<file path="config.mk">
export PLATFORM = sky130hd
export DESIGN_NAME = cci_interp
export DESIGN_NICKNAME = d
export VERILOG_FILES = /design/src/shared/cci_pkg.sv /design/src/rtl/cci_interp.sv
export SDC_FILE = /design/constraint.sdc
export NUM_CORES = 1
export LEC_CHECK = 0
export BUFFER_PORTS_ARGS = -buffer_cell sky130_fd_sc_hd__buf_2
export CORE_MARGIN = 4
export CORE_UTILIZATION = 58
export DETAILED_ROUTE_END_ITERATION = 10
export PLACE_DENSITY = 0.89
export SLEW_MARGIN = 20
export SYNTH_ARGS = -nofsm -noshare
export SYNTH_HDL_FRONTEND = slang
export SYNTH_SLANG_ARGS = --single-unit
</file>
<file path="constraint.sdc">
create_clock -name sys_clk -period 13.3 [get_ports sys_clk]
set_input_delay 0.665 -clock sys_clk [delete_from_list [all_inputs] [get_ports sys_clk]]
set_output_delay 0.665 -clock sys_clk [all_outputs]
set_load 0.02 [all_outputs]
</file>
<file path="src/shared/cci_pkg.sv">
// constants, types and encodings for the calibration command interpreter
// assumes a 125 MHz system clock and a deframer that delivers whole command frames
package cci_pkg;

  // timing
  localparam int CLK_HZ = 125_000_000;
  localparam int LISTEN_MS = 6;
  localparam int LISTEN_CYC = LISTEN_MS * (CLK_HZ / 1000);
  localparam int RAMP_US = 125;
  localparam int RAMP_CYC = RAMP_US * (CLK_HZ / 1_000_000);
  localparam int SAMPLE_HZ = 512_000;
  localparam int SAMPLE_DIV = CLK_HZ / SAMPLE_HZ;
  localparam int SAMPLE_W = 8;

  // command codes (upper byte of the 16-bit word)
  localparam logic [7:0] CMD_READ_EEPROM = 8'h00;
  localparam logic [7:0] CMD_TEST = 8'h20;
  localparam logic [7:0] CMD_TRIM = 8'h30;
  localparam logic [7:0] CMD_MODE = 8'h40;
  localparam logic [7:0] CMD_ENTER = 8'h50;
  localparam logic [7:0] CMD_SECOND_ORDER = 8'h60;
  localparam logic [7:0] CMD_TEMP_SETPOINT = 8'h70;
  localparam logic [7:0] CMD_GAIN_B_HI = 8'h80;
  localparam logic [7:0] CMD_GAIN_B_LO = 8'h90;
  localparam logic [7:0] CMD_OFFSET_B_HI = 8'ha0;
  localparam logic [7:0] CMD_OFFSET_B_LO = 8'hb0;
  localparam logic [7:0] CMD_GAIN_T = 8'hc0;
  localparam logic [7:0] CMD_OFFSET_T = 8'hd0;
  localparam logic [7:0] CMD_TEMPCO_OFF = 8'he0;
  localparam logic [7:0] CMD_TEMPCO_GAIN = 8'hf0;

  localparam logic [3:0] TEST_NIBBLE = 4'h5;
  localparam logic [7:0] DATA_LEAVE = 8'h00;
  localparam logic [7:0] DATA_RAW = 8'h10;
  localparam logic [7:0] ACK_BYTE = 8'ha5;

  // trim/configure selectors
  localparam logic [3:0] SEL_OSC = 4'h0;
  localparam logic [3:0] SEL_VREF = 4'h1;
  localparam logic [3:0] SEL_OFFSET_MODE = 4'h2;
  localparam logic [3:0] SEL_OUT_MODE = 4'h3;
  localparam logic [3:0] SEL_UPDATE = 4'h4;
  localparam logic [3:0] SEL_REGULATOR = 4'h5;
  localparam logic [3:0] SEL_TEMPCO_CFG = 4'h6;
  localparam logic [3:0] SEL_SECOND_CFG = 4'h7;

  // unity gains that make raw output meaningful, and the analog output mode code
  localparam logic [14:0] GAIN_B_UNITY = 15'h0800;
  localparam logic [7:0] GAIN_T_UNITY = 8'h80;
  localparam logic [1:0] OUT_MODE_ANALOG = 2'h0;

  // register port map
  localparam logic [7:0] ADDR_CTRL = 8'h00;
  localparam logic [7:0] ADDR_STATUS = 8'h04;
  localparam logic [7:0] ADDR_GAIN_B = 8'h08;
  localparam logic [7:0] ADDR_OFFSET_B = 8'h0c;
  localparam logic [7:0] ADDR_CONFIG = 8'h10;
  localparam logic [7:0] ADDR_COEF_T = 8'h14;
  localparam int CTRL_ODD_PAR = 0;
  localparam int CTRL_CLR_ERR = 1;

  typedef enum logic [1:0] {
    CCI_LISTEN,
    CCI_NORMAL,
    CCI_COMMAND
  } cci_mode_t;

  typedef struct packed {
    logic valid;
    logic timeout;
    logic [7:0] cmd;
    logic cmd_par;
    logic [7:0] data;
    logic data_par;
  } cci_frame_t;

  typedef struct packed {
    logic [14:0] gain_b;
    logic [13:0] offset_b;
    logic [7:0] gain_t;
    logic [7:0] offset_t;
    logic [7:0] second_order_coef;
    logic [7:0] temp_setpoint_coef;
    logic [7:0] tempco_off;
    logic [7:0] tempco_gain;
  } cci_coef_t;

  typedef struct packed {
    logic [2:0] osc_trim;
    logic [3:0] vref_trim;
    logic [1:0] offset_mode;
    logic [1:0] out_mode;
    logic [1:0] update_rate;
    logic [3:0] regulator;
    logic [3:0] tempco_config;
    logic [3:0] second_order_config;
  } cci_cfg_t;

endpackage : cci_pkg

</file>
<file path="src/rtl/cci_interp.sv">
// calibration command interpreter: power-up listen window, command mode, decode and acknowledge
// assumes an external deframer hands over one checked-field frame per valid pulse, and an
// external transmitter sends ack_byte whenever ack_send pulses
//
// Summary of operation
// - listen 6 ms after reset release
// - no frame in window: normal run
// - normal run outputs analog or digital data
// - enter command in window starts command mode
// - acknowledge each executed command with a5
// - command mode held until leave command
// - window ignores everything except enter command
// - upper byte command, lower byte data
// - code 00 dumps eeprom on output
// - code 20 nibble 5 enters test mode
// - dac ramp from gain, add offset/8
// - code 30: selector nibble, value nibble
// - code 40 data 00 leaves command mode
// - code 40 data 10 enters raw mode
// - code 50 is the enter command
// - codes 60..f0 store coefficient bytes
// - codes 80/90 program bridge gain halves
// - codes a0/b0 program bridge offset halves
// - selectors 0/1 trim oscillator and reference
// - selectors 2..4 set modes and rate
// - selectors 5..7 regulator, tempco, eeprom bits
// - check parity and timeouts before executing
// - nineteen-bit frames, sampled at 512 kHz
//
// The implementer's own choices: the plain strobed port and the register addresses.
`timescale 1ns/10ps

module cci_interp #(
  parameter int LISTEN_CYCLES = cci_pkg::LISTEN_CYC,
  parameter int RAMP_CYCLES = cci_pkg::RAMP_CYC
) (
  input wire logic sys_clk,
  input wire logic rst,
  input wire cci_pkg::cci_frame_t frame,
  output logic sample_tick,
  output logic ack_send,
  output logic [7:0] ack_byte,
  output logic eeprom_dump,
  output cci_pkg::cci_mode_t mode,
  output logic run_active,
  output logic out_digital,
  output logic out_analog,
  output logic test_active,
  output logic [3:0] test_sel,
  output logic [10:0] dac_ramp,
  output logic raw_output_mode,
  output logic raw_active,
  output cci_pkg::cci_coef_t coef,
  output cci_pkg::cci_cfg_t cfg,
  input wire logic [7:0] reg_addr,
  input wire logic [31:0] reg_wdata,
  input wire logic reg_wr,
  input wire logic reg_rd,
  output logic [31:0] reg_rdata
);

  localparam int LW = $clog2(LISTEN_CYCLES + 1);
  localparam int RW = $clog2(RAMP_CYCLES + 1);
  localparam logic [LW-1:0] LISTEN_LAST = LW'(LISTEN_CYCLES - 1);
  localparam logic [RW-1:0] RAMP_LAST = RW'(RAMP_CYCLES - 1);
  localparam logic [cci_pkg::SAMPLE_W-1:0] SAMPLE_LAST = cci_pkg::SAMPLE_W'(cci_pkg::SAMPLE_DIV - 1);

  logic odd_parity;
  logic frame_err;
  logic [LW-1:0] listen_cnt;
  logic [RW-1:0] ramp_cnt;
  logic [cci_pkg::SAMPLE_W-1:0] sample_cnt;

  // decoded fields of the incoming word
  logic [7:0] cmd;
  logic [7:0] data;
  logic [3:0] sel;
  logic [3:0] val;
  logic par_ok;
  logic good;
  logic known;
  logic exec;
  logic is_enter;
  logic listen_done;

  assign cmd = frame.cmd;
  assign data = frame.data;
  assign sel = frame.data[7:4];
  assign val = frame.data[3:0];

  // parity on both bytes, no timeout
  assign par_ok = ((^cmd) ^ frame.cmd_par) == odd_parity && ((^data) ^ frame.data_par) == odd_parity;
  assign good = frame.valid && !frame.timeout && par_ok;

  // enter code accepts any data byte
  assign is_enter = cmd == cci_pkg::CMD_ENTER;
  assign listen_done = listen_cnt == LISTEN_LAST;

  // only recognised codes execute and acknowledge
  always_comb begin
    known = 1'b0;
    case (cmd)
      cci_pkg::CMD_READ_EEPROM: known = 1'b1;
      cci_pkg::CMD_TEST: known = sel == cci_pkg::TEST_NIBBLE;
      cci_pkg::CMD_TRIM: known = sel <= cci_pkg::SEL_SECOND_CFG;
      cci_pkg::CMD_MODE: known = data == cci_pkg::DATA_LEAVE || data == cci_pkg::DATA_RAW;
      cci_pkg::CMD_ENTER: known = 1'b1;
      cci_pkg::CMD_SECOND_ORDER: known = 1'b1;
      cci_pkg::CMD_TEMP_SETPOINT: known = 1'b1;
      cci_pkg::CMD_GAIN_B_HI: known = 1'b1;
      cci_pkg::CMD_GAIN_B_LO: known = 1'b1;
      cci_pkg::CMD_OFFSET_B_HI: known = 1'b1;
      cci_pkg::CMD_OFFSET_B_LO: known = 1'b1;
      cci_pkg::CMD_GAIN_T: known = 1'b1;
      cci_pkg::CMD_OFFSET_T: known = 1'b1;
      cci_pkg::CMD_TEMPCO_OFF: known = 1'b1;
      cci_pkg::CMD_TEMPCO_GAIN: known = 1'b1;
      default: known = 1'b0;
    endcase
  end

  // commands execute only inside command mode
  assign exec = good && known && mode == cci_pkg::CCI_COMMAND;

  // 512 kHz sample strobe for the line deframer
  always_ff @(posedge sys_clk or posedge rst) begin
    if (rst) begin
      sample_cnt <= '0;
      sample_tick <= 1'b0;
    end else begin
      sample_tick <= sample_cnt == SAMPLE_LAST;
      if (sample_cnt == SAMPLE_LAST) begin
        sample_cnt <= '0;
      end else begin
        sample_cnt <= sample_cnt + 1'b1;
      end
    end
  end

  always_ff @(posedge sys_clk or posedge rst) begin
    if (rst) begin
      listen_cnt <= '0;
    end else if (mode == cci_pkg::CCI_LISTEN && !listen_done) begin
      listen_cnt <= listen_cnt + 1'b1;
    end
  end

  // operating mode
  always_ff @(posedge sys_clk or posedge rst) begin
    if (rst) begin
      mode <= cci_pkg::CCI_LISTEN;
    end else begin
      case (mode)
        cci_pkg::CCI_LISTEN: begin
          // only the enter command opens command mode
          if (good && is_enter) begin
            mode <= cci_pkg::CCI_COMMAND;
          end else if (listen_done) begin
            mode <= cci_pkg::CCI_NORMAL;
          end
        end
        cci_pkg::CCI_COMMAND: begin
          if (exec && cmd == cci_pkg::CMD_MODE && data == cci_pkg::DATA_LEAVE) begin
            mode <= cci_pkg::CCI_NORMAL;
          end
        end
        cci_pkg::CCI_NORMAL: mode <= cci_pkg::CCI_NORMAL;
        default: mode <= cci_pkg::CCI_LISTEN;
      endcase
    end
  end

  always_ff @(posedge sys_clk or posedge rst) begin
    if (rst) begin
      ack_send <= 1'b0;
      ack_byte <= cci_pkg::ACK_BYTE;
    end else begin
      ack_send <= exec || (mode == cci_pkg::CCI_LISTEN && good && is_enter);
      ack_byte <= cci_pkg::ACK_BYTE;
    end
  end

  always_ff @(posedge sys_clk or posedge rst) begin
    if (rst) begin
      eeprom_dump <= 1'b0;
    end else begin
      eeprom_dump <= exec && cmd == cci_pkg::CMD_READ_EEPROM;
    end
  end

  // test mode and raw mode flags; leaving command mode clears only the test flag
  always_ff @(posedge sys_clk or posedge rst) begin
    if (rst) begin
      test_active <= 1'b0;
      test_sel <= '0;
      raw_output_mode <= 1'b0;
    end else if (exec) begin
      // test point chosen by upper nibble
      if (cmd == cci_pkg::CMD_TEST) begin
        test_active <= 1'b1;
        test_sel <= sel;
      end
      if (cmd == cci_pkg::CMD_MODE && data == cci_pkg::DATA_RAW) begin
        raw_output_mode <= 1'b1;
      end
      if (cmd == cci_pkg::CMD_MODE && data == cci_pkg::DATA_LEAVE) begin
        test_active <= 1'b0;
      end
    end
  end

  // dac ramp: load on test entry, step every 125 us
  always_ff @(posedge sys_clk or posedge rst) begin
    if (rst) begin
      ramp_cnt <= '0;
      dac_ramp <= '0;
    end else if (exec && cmd == cci_pkg::CMD_TEST) begin
      ramp_cnt <= '0;
      dac_ramp <= coef.gain_b[13:3];
    end else if (test_active) begin
      if (ramp_cnt == RAMP_LAST) begin
        ramp_cnt <= '0;
        // wraps at 11 bits, as a ramp test should
        dac_ramp <= dac_ramp + coef.offset_b[13:3];
      end else begin
        ramp_cnt <= ramp_cnt + 1'b1;
      end
    end
  end

  // coefficient storage; working copy updated at once
  always_ff @(posedge sys_clk or posedge rst) begin
    if (rst) begin
      coef <= '0;
    end else if (exec) begin
      case (cmd)
        cci_pkg::CMD_SECOND_ORDER: coef.second_order_coef <= data;
        cci_pkg::CMD_TEMP_SETPOINT: coef.temp_setpoint_coef <= data;
        cci_pkg::CMD_GAIN_T: coef.gain_t <= data;
        cci_pkg::CMD_OFFSET_T: coef.offset_t <= data;
        cci_pkg::CMD_TEMPCO_OFF: coef.tempco_off <= data;
        cci_pkg::CMD_TEMPCO_GAIN: coef.tempco_gain <= data;
        // gain halves, top data bit dropped
        cci_pkg::CMD_GAIN_B_HI: coef.gain_b[14:8] <= data[6:0];
        cci_pkg::CMD_GAIN_B_LO: coef.gain_b[7:0] <= data;
        // offset halves, two top bits dropped
        cci_pkg::CMD_OFFSET_B_HI: coef.offset_b[13:8] <= data[5:0];
        cci_pkg::CMD_OFFSET_B_LO: coef.offset_b[7:0] <= data;
        default: coef <= coef;
      endcase
    end
  end

  always_ff @(posedge sys_clk or posedge rst) begin
    if (rst) begin
      cfg <= '0;
    end else if (exec && cmd == cci_pkg::CMD_TRIM) begin
      case (sel)
        // oscillator 3 bits, reference 4 bits
        cci_pkg::SEL_OSC: cfg.osc_trim <= val[2:0];
        cci_pkg::SEL_VREF: cfg.vref_trim <= val;
        cci_pkg::SEL_OFFSET_MODE: cfg.offset_mode <= val[1:0];
        cci_pkg::SEL_OUT_MODE: cfg.out_mode <= val[1:0];
        cci_pkg::SEL_UPDATE: cfg.update_rate <= val[1:0];
        // regulator, tempco and eeprom bits 99..96
        cci_pkg::SEL_REGULATOR: cfg.regulator <= val;
        cci_pkg::SEL_TEMPCO_CFG: cfg.tempco_config <= val;
        cci_pkg::SEL_SECOND_CFG: cfg.second_order_config <= val;
        default: cfg <= cfg;
      endcase
    end
  end

  // run output path follows configured mode
  always_ff @(posedge sys_clk or posedge rst) begin
    if (rst) begin
      run_active <= 1'b0;
      out_digital <= 1'b0;
      out_analog <= 1'b0;
    end else begin
      run_active <= mode == cci_pkg::CCI_NORMAL;
      out_digital <= mode == cci_pkg::CCI_NORMAL && cfg.out_mode != cci_pkg::OUT_MODE_ANALOG;
      out_analog <= mode == cci_pkg::CCI_NORMAL && cfg.out_mode == cci_pkg::OUT_MODE_ANALOG;
    end
  end

  // raw values only with unity gains
  always_ff @(posedge sys_clk or posedge rst) begin
    if (rst) begin
      raw_active <= 1'b0;
    end else begin
      raw_active <= raw_output_mode && coef.gain_b == cci_pkg::GAIN_B_UNITY && coef.gain_t == cci_pkg::GAIN_T_UNITY;
    end
  end

  // register port: control
  always_ff @(posedge sys_clk or posedge rst) begin
    if (rst) begin
      odd_parity <= 1'b0;
    end else if (reg_wr && reg_addr == cci_pkg::ADDR_CTRL) begin
      odd_parity <= reg_wdata[cci_pkg::CTRL_ODD_PAR];
    end
  end

  // sticky record of dropped frames; a new error beats a clear
  always_ff @(posedge sys_clk or posedge rst) begin
    if (rst) begin
      frame_err <= 1'b0;
    end else if (frame.valid && !good) begin
      frame_err <= 1'b1;
    end else if (reg_wr && reg_addr == cci_pkg::ADDR_CTRL && reg_wdata[cci_pkg::CTRL_CLR_ERR]) begin
      frame_err <= 1'b0;
    end
  end

  // read data stands one cycle after the strobe, zero otherwise
  always_ff @(posedge sys_clk or posedge rst) begin
    if (rst) begin
      reg_rdata <= '0;
    end else if (reg_rd) begin
      case (reg_addr)
        cci_pkg::ADDR_CTRL: reg_rdata <= {31'h0, odd_parity};
        cci_pkg::ADDR_STATUS: reg_rdata <= {25'h0, frame_err, raw_active, raw_output_mode, test_active, 1'b0, mode};
        cci_pkg::ADDR_GAIN_B: reg_rdata <= {17'h0, coef.gain_b};
        cci_pkg::ADDR_OFFSET_B: reg_rdata <= {18'h0, coef.offset_b};
        cci_pkg::ADDR_CONFIG: reg_rdata <= {7'h0, cfg};
        cci_pkg::ADDR_COEF_T: reg_rdata <= {coef.gain_t, coef.offset_t, coef.tempco_off, coef.tempco_gain};
        default: reg_rdata <= '0;
      endcase
    end else begin
      reg_rdata <= '0;
    end
  end

endmodule : cci_interp

</file>
==> flow_summary.yaml, run 1 <==
clocking:
  postCtsSetupBuffers: 0
  tritoncts: "yes"
  cts_resized: 0
  cts_buffers: 22
  cts.htree.levels: 1
  clk_latency_ns: 0.51
  cts.path.max_buffers: 3
  postCtsHoldBufs: 0
  clk_pin_slew_worst_paths_ns: 0.06
  cts_sinks: 204
  clock_tree.root_cell: "clkbuf_16"
global_route:
  grt_busiest_layer: "met2"
  grt_max_degree: 126
  met1_usage: 0.3940
  grt_pass1_wl_mm: 43.04
  use_met2: 0.4718
  grt_util_met3: 0.06684
  antenna_found_initial: 0
  grt_pass1_vias: 7748
  track_usage: 0.2952
  grt-ovfl-total: 0
placement:
  gp_congestion: 0.9744
  port_buffers: 193
  dp_hpwl_mm: 19.76
  dp_slack_ns: 8.880
yosys:
  netlist_top_cells_count: "dfrtp_1, nand2_1, mux2_2, o21ai_0, nor2_1"
  synth_cell_types: 59
  synth_edf_count: 0
  netlist_area_sq_mm: 0.009761
  synth_ff_type: "dfrtp_1"
  synth_top_area_share: 0.5230
  syn_area_per_cell_sq_um: 10.82
  async_reset_ff_frac: 1.000
  netlist_instances: 902
  yosysMostFrequentCell: "dfrtp_1"
  ys_warn_count: 0
  synth_area_leaders: "dfrtp_1, mux2_2, ha_1"
  yosys_register_bits: 204
  seq_area_frac_synth: 0.5230
  synth_largest_area_cell: "dfrtp_1"
power_and_ir_drop:
  vdd_ir_drop_max_uv: 91.12
  p_per_area_mw_per_mm2: 118.9
  switching_share: 0.2360
  comb_power_share: 0.073
  seqPwrFrac: 0.471
  power_frac_clock: 0.457
  total_power_mw: 1.376
  internal_power_mw: 1.051
  p_leak_nw: 5.978
  p_sw_uw: 324.7
worst_hold_path:
  hold_path.class: "in -> async"
timing:
  finalClockSkew_ns: 0.02314
  slew-limit-headroom: 0.3339
  fmax_ghz: 0.2544
  finalMaxSlewViolations: 0
  min_period_over_period: 0.2956
  period_needed_ns: 3.931
  fin_ws_ns: 9.369
  hold_viol: 0
  rsz0062_at_grt: "no"
  setup_viol_count_final: 0
  worst_pin_slew_ns: 0.9992
  fin_tns_setup_ns: 0
routing:
  drtPass1Iterations: 5
  antenna_left: 0
  drt_wl_total_mm: 28.17
  num_vias: 8024
  wl_per_cell_microns: 21.42
  drcViolationCount: 0
  drt_iter0_markers: 732
  vias_per_cell: 6.102
die:
  core_area_sq_mm: 0.01652
  initial_core_util: 0.5907
  die_area_sq_mm: 0.01897
  io_pins: 232
  num_rows: 47
  die_x_microns: 137.7
  die_y_microns: 137.7
final_layout:
  area_growth_pct: 18.59
  nFillCells: 1168
  drive_gt1_frac: 0.2913
  antenna_cells: 0
  multi_input_area_sq_mm: 0.004324
  finalNetCount: 1184
  ff_latch_area_sq_mm: 0.005105
critical_path:
  crit_type: "in -> reg"
  end_kind: "flip-flop"
  worstPathRequired_ns: 13.69
  crit_path_max_fanout: 11
  critical_path_arrival_ns: 4.32
  start_kind: "input port"
status:
  status: "completed"
flow_run:
  drv_cap: 0
## cell families after synthesis
kind of cell	Yosys count	share of synthesized area
AND/OR/NAND/NOR	284	0.1464
flip-flops	204	0.5230
AO/OA/AOI/OAI	164	0.1024
multiplexers	94	0.1074
buffers and inverters	82	0.03756
adder cells (fa/ha/maj)	37	0.04820
XOR/XNOR	35	0.03423
other	2	0.0007694
## through the flow
stage / area [sq um] / hold slack [ns] / utilization / std cells
2_1_floorplan: 9783 / 0.4388 / - / 908
3_3_place_gp: 10830 / 0.4584 / 0.6553 / 1279
5_1_grt: 11570 / 0.3982 / 0.7005 / 1315
3_5_place_dp: 10830 / 0.4669 / 0.6553 / 1279
4_1_cts: 11570 / 0.3826 / 0.7000 / 1315
6_report: 11570 / 0.3316 / 0.7005 / 1315
## worst paths after layout
check / start / end / slack (ns) / cells after the start
min: rst / reg_rdata[29] / 0.33 / 2
max: frame[6] / coef[27] / 9.37 / 10
max reg2reg: odd_parity / coef[27] / 10.43 / 5
min reg2reg: test_sel[2] / test_sel[2] / 0.48 / 2
max in group asynchronous: rst / coef[16] / 11.39 / 3
min in group sys_clk: reg_wdata[0] / odd_parity / 0.40 / 2
## routing by layer
layer	up-vias	wire, microns
met3	96	2792
met4	0	1177
li1	3522	-
met5	-	0
met2	476	13420
met1	3930	10780
## power groups by stage
stage               Sequential [mW]  Clock, mW  Combinational, mW
global route                  0.649      0.661              0.109
floorplan                     0.659          0             0.0672
global placement              0.657          0             0.0934
detailed placement            0.658          0             0.0975
CTS                           0.647      0.634             0.0992
finish                        0.647      0.629              0.100
## cell usage in the layout (no fill, tap or decap), drive strengths merged, types with 19 or more instances in the layout
cell	netlist	routed
clkbuf	23	30
nand3	31	31
a21oi	34	34
inv	38	38
buf	21	195
and3	20	20
o21ai	70	70
nor3	20	20
nor2	50	50
mux2	86	86
nand2	96	96
nand4	19	19
xnor2	23	23
ha	36	36
dfrtp	204	204
## state kept, by name, indices dropped and copies added (netlist names), 2 cells and up
signal,flops
ramp_cnt,14
sample_cnt,8
test_sel,4
listen_cnt,20
mode,2
coef,77
dac_ramp,11
cfg,25
reg_rdata,32
## critical path, cell delays in order
cell	delay (ns)
buf_2	0.25
inv_1	0.26
ha_1	0.36
xnor3_1	0.40
xnor2_1	0.15
or3_1	0.35
and2_1	0.29
nor3_2	0.66
and3_1	0.52
mux2_2	0.40
## layout make-up
type                       count  area share
sequential                   204      0.4410
multi-input combinational    622      0.3736
timing repair buffer         195     0.08475
clock buffer                  30     0.05362
tap                          220     0.02378
inverter                      38     0.01297
clock inverter                 6     0.01027
Power figures use the tool's default switching activity.
==> run 2, diff against run 1 <==
--- a/config.mk
+++ b/config.mk
@@ -5,11 +5,12 @@
 export SDC_FILE = /design/constraint.sdc
 export NUM_CORES = 1
 export LEC_CHECK = 0
+export ABC_AREA = 1
 export BUFFER_PORTS_ARGS = -buffer_cell sky130_fd_sc_hd__buf_2
 export CORE_MARGIN = 4
-export CORE_UTILIZATION = 58
+export CORE_UTILIZATION = 49
 export DETAILED_ROUTE_END_ITERATION = 10
-export PLACE_DENSITY = 0.89
+export PLACE_DENSITY = 0.8
 export SLEW_MARGIN = 20
 export SYNTH_ARGS = -nofsm -noshare
 export SYNTH_HDL_FRONTEND = slang
==> constraint.sdc (replaced) <==
create_clock -name sys_clk -period 3.6 [get_ports sys_clk]
set_input_delay 0.18 -clock sys_clk [delete_from_list [all_inputs] [get_ports sys_clk]]
set_output_delay 0.18 -clock sys_clk [all_outputs]
set_load 0.02 [all_outputs]
==> run 2 against run 1 <==
  * Clock-buffer cell count is 1 lower
  * Design area is 6.0% higher
  * Routed wire length is 8.5% higher
  * Global-route usage is 4.2 points lower
  * Clock power grew to 3.8 times the previous value
  * Core utilization is 10 points lower
  * Clock skew is 0.016 ns lower
  * Non-clock buffer count is 20 higher
  * Cell count is 30% higher
==> flow_summary.yaml, run 2 <==
status:
  status: "completed"
die:
  io_pins: 232
  core_area_sq_mm: 0.02043
  die_y_microns: 152.8
  num_rows: 52
  die_x_microns: 152.8
  die_area_sq_mm: 0.02335
  initial_core_util: 0.5029
final_layout:
  drive_gt1_frac: 0.1975
  area_growth_pct: 19.43
  finalNetCount: 1519
  postLayoutCoreUtil: 0.6006
  final_cell_count_no_fill: 1703
  nFillCells: 1789
  reg_top3: "coef x77, reg_rdata x32, cfg x25"
  regMostFlops: "coef"
  layout_commonest_cell: "nand2_1"
  antenna_cells: 0
  final_cell_mix: "nand2_1, dfrtp_1, buf_2"
  largest_reg_flops: 77
yosys:
  yosysMostFrequentCell: "nand2_1"
  yosys.area_share.simple: 0.2383
  seq_area_frac_synth: 0.4969
  synth_xor_area_frac: 0.03240
  synth_ff_type: "dfrtp_1"
  ys_warn_count: 0
  netlist_area_sq_mm: 0.01027
  yosys_register_bits: 204
  yosys-mux-area-fraction: 0
  synth_largest_area_cell: "dfrtp_1"
  synth_fa_ha_area_frac: 0.04579
  async_reset_ff_frac: 1.000
  netlist_top_cells_count: "nand2_1, dfrtp_1, inv_1, o21ai_1, nor2_1"
  synth_top_area_share: 0.4969
  syn_area_per_cell_sq_um: 8.456
  synth_compound_area_frac: 0.1023
  synth_edf_count: 0
  synth_top_family_by_area: "simple AND/OR/NAND/NOR gates"
  synth_cell_types: 43
  netlist_instances: 1215
  synth_area_leaders: "dfrtp_1, nand2_1, inv_1"
timing:
  fmax_ghz: 0.3867
  fin_tns_setup_ns: 0
  worst_pin_slew_ns: 0.8435
  setup_viol_count_final: 0
  finalClockSkew_ns: 0.007556
  hold_viol: 0
  min_period_over_period: 0.7183
  slew-limit-headroom: 0.4376
  period_needed_ns: 2.586
  finalMaxSlewViolations: 0
  rsz0062_at_grt: "no"
critical_path:
  cpPeakStageDelay_ns: 0.53
  critPathSlowestCell: "dlygate4sd3_1"
  timing.rr.start: "listen_cnt[0]"
  crit_type: "in -> reg"
  cp_top_family: "buffers and inverters"
  end_kind: "flip-flop"
  start_kind: "input port"
  crit_path_max_fanout: 27
  critical_path_arrival_ns: 3.00
  crit_chain: "dlygate4sd3_1, buf_2, inv_1, ha_1, xnor2_1, nand3_1, nand2_1, nand2_1, nand2_2, nor2_8, nand3_2, buf_4, nand3_2, o21ai_0"
  crit_start: "frame[4]"
  worstPathRequired_ns: 4.02
  cp.buffers_inverters: 4
power_and_ir_drop:
  p_per_area_mw_per_mm2: 429.8
  p_leak_nw: 6.398
  vdd_ir_drop_max_uv: 364.9
global_route:
  grt_max_degree: 155
  grt_pass1_wl_mm: 47.69
  grt-ovfl-total: 0
  antenna_found_initial: 2
  grt_pass1_vias: 8687
  track_usage: 0.2536
clocking:
  postCtsSetupBuffers: 0
  cts_buffers: 22
  clk_pin_slew_worst_paths_ns: 0.06
  cts_resized: 0
  cts.htree.levels: 1
  tritoncts: "yes"
  clk_latency_ns: 0.51
  postCtsHoldBufs: 7
  cts.path.max_buffers: 3
  cts_sinks: 204
  clock_tree.root_cell: "clkbuf_16"
routing:
  vias_per_cell: 5.368
  antenna_left: 0
  drt_iter0_markers: 933
  num_vias: 9141
  drt_wl_total_mm: 30.56
  drcViolationCount: 0
  wl_per_cell_microns: 17.95
  drtPass1Iterations: 5
placement:
  placed_cells: 1657
  dp_hpwl_mm: 22.10
  port_buffers: 193
  gp_congestion: 0.9391
flow_run:
  drv_cap: 0
worst_hold_path:
  holdCritStartpoint: "frame[3]"
  hold_path.class: "in -> reg"
-- run 2: worst paths after layout --
kind,slack [ns],to,cells after the start
worst max-delay path,1.01,ramp_cnt[11],14
worst min-delay path,0.05,cfg[2],3
worst max register to register,1.06,listen_cnt[13],11
worst min register to register,0.46,sample_cnt[0],1
max in group asynchronous,2.51,sample_cnt[5],4
min in group asynchronous,0.44,coef[68],4
-- run 2: through the flow --
step	cell area [sq um]	hold slack [ns]	power (mW)	setup WS, ns
floorplan	10300	0.2969	2.775	0.7757
global placement	11440	0.4317	2.918	0.7889
detailed placement	11440	0.4359	2.940	0.7066
CTS	12270	0.02322	5.291	1.082
global route	12270	0.04043	5.455	0.8173
finish	12270	0.05202	5.273	1.014
-- run 2: logic make-up after synthesis --
group | after synthesis
AND/OR/NAND/NOR | 546
flip-flops | 204
AO/OA/AOI/OAI | 196
buffers and inverters | 192
XOR/XNOR | 38
adder cells (fa/ha/maj) | 37
other | 2
-- run 2: layer usage --
layer	vias up	routed length (microns)	track usage
li1	4335	-	-
met1	4266	12290	0.3312
met2	436	14250	0.4082
met3	100	2502	0.05737
met4	4	1496	0.1095
met5	-	27	0
-- run 2: area by class of cell --
class	count	area [sq um]	area share
Clock buffer	29	648.1	0.05282
Multi-Input combinational cell	825	4333	0.3532
Clock inverter	10	110.1	0.008974
Inverter	150	574.3	0.04681
Timing Repair Buffer	215	1161	0.09464
Tap cell	270	337.8	0.02753
Sequential cell	204	5105	0.4161
-- run 2: worst min-delay path, delay by kind of cell --
kind / cells / cell delay [ns]
and+or+nand+nor: 1 / 0.08
AOI/OAI and AO/OA: 1 / 0.07
buffers and inverters: 1 / 0.17
-- run 2: power by group --
group | internal (mW) | switching, mW
registers | 2.35 | 0.0622
logic | 0.139 | 0.362
clock network | 1.41 | 0.947
total | 3.90 | 1.37
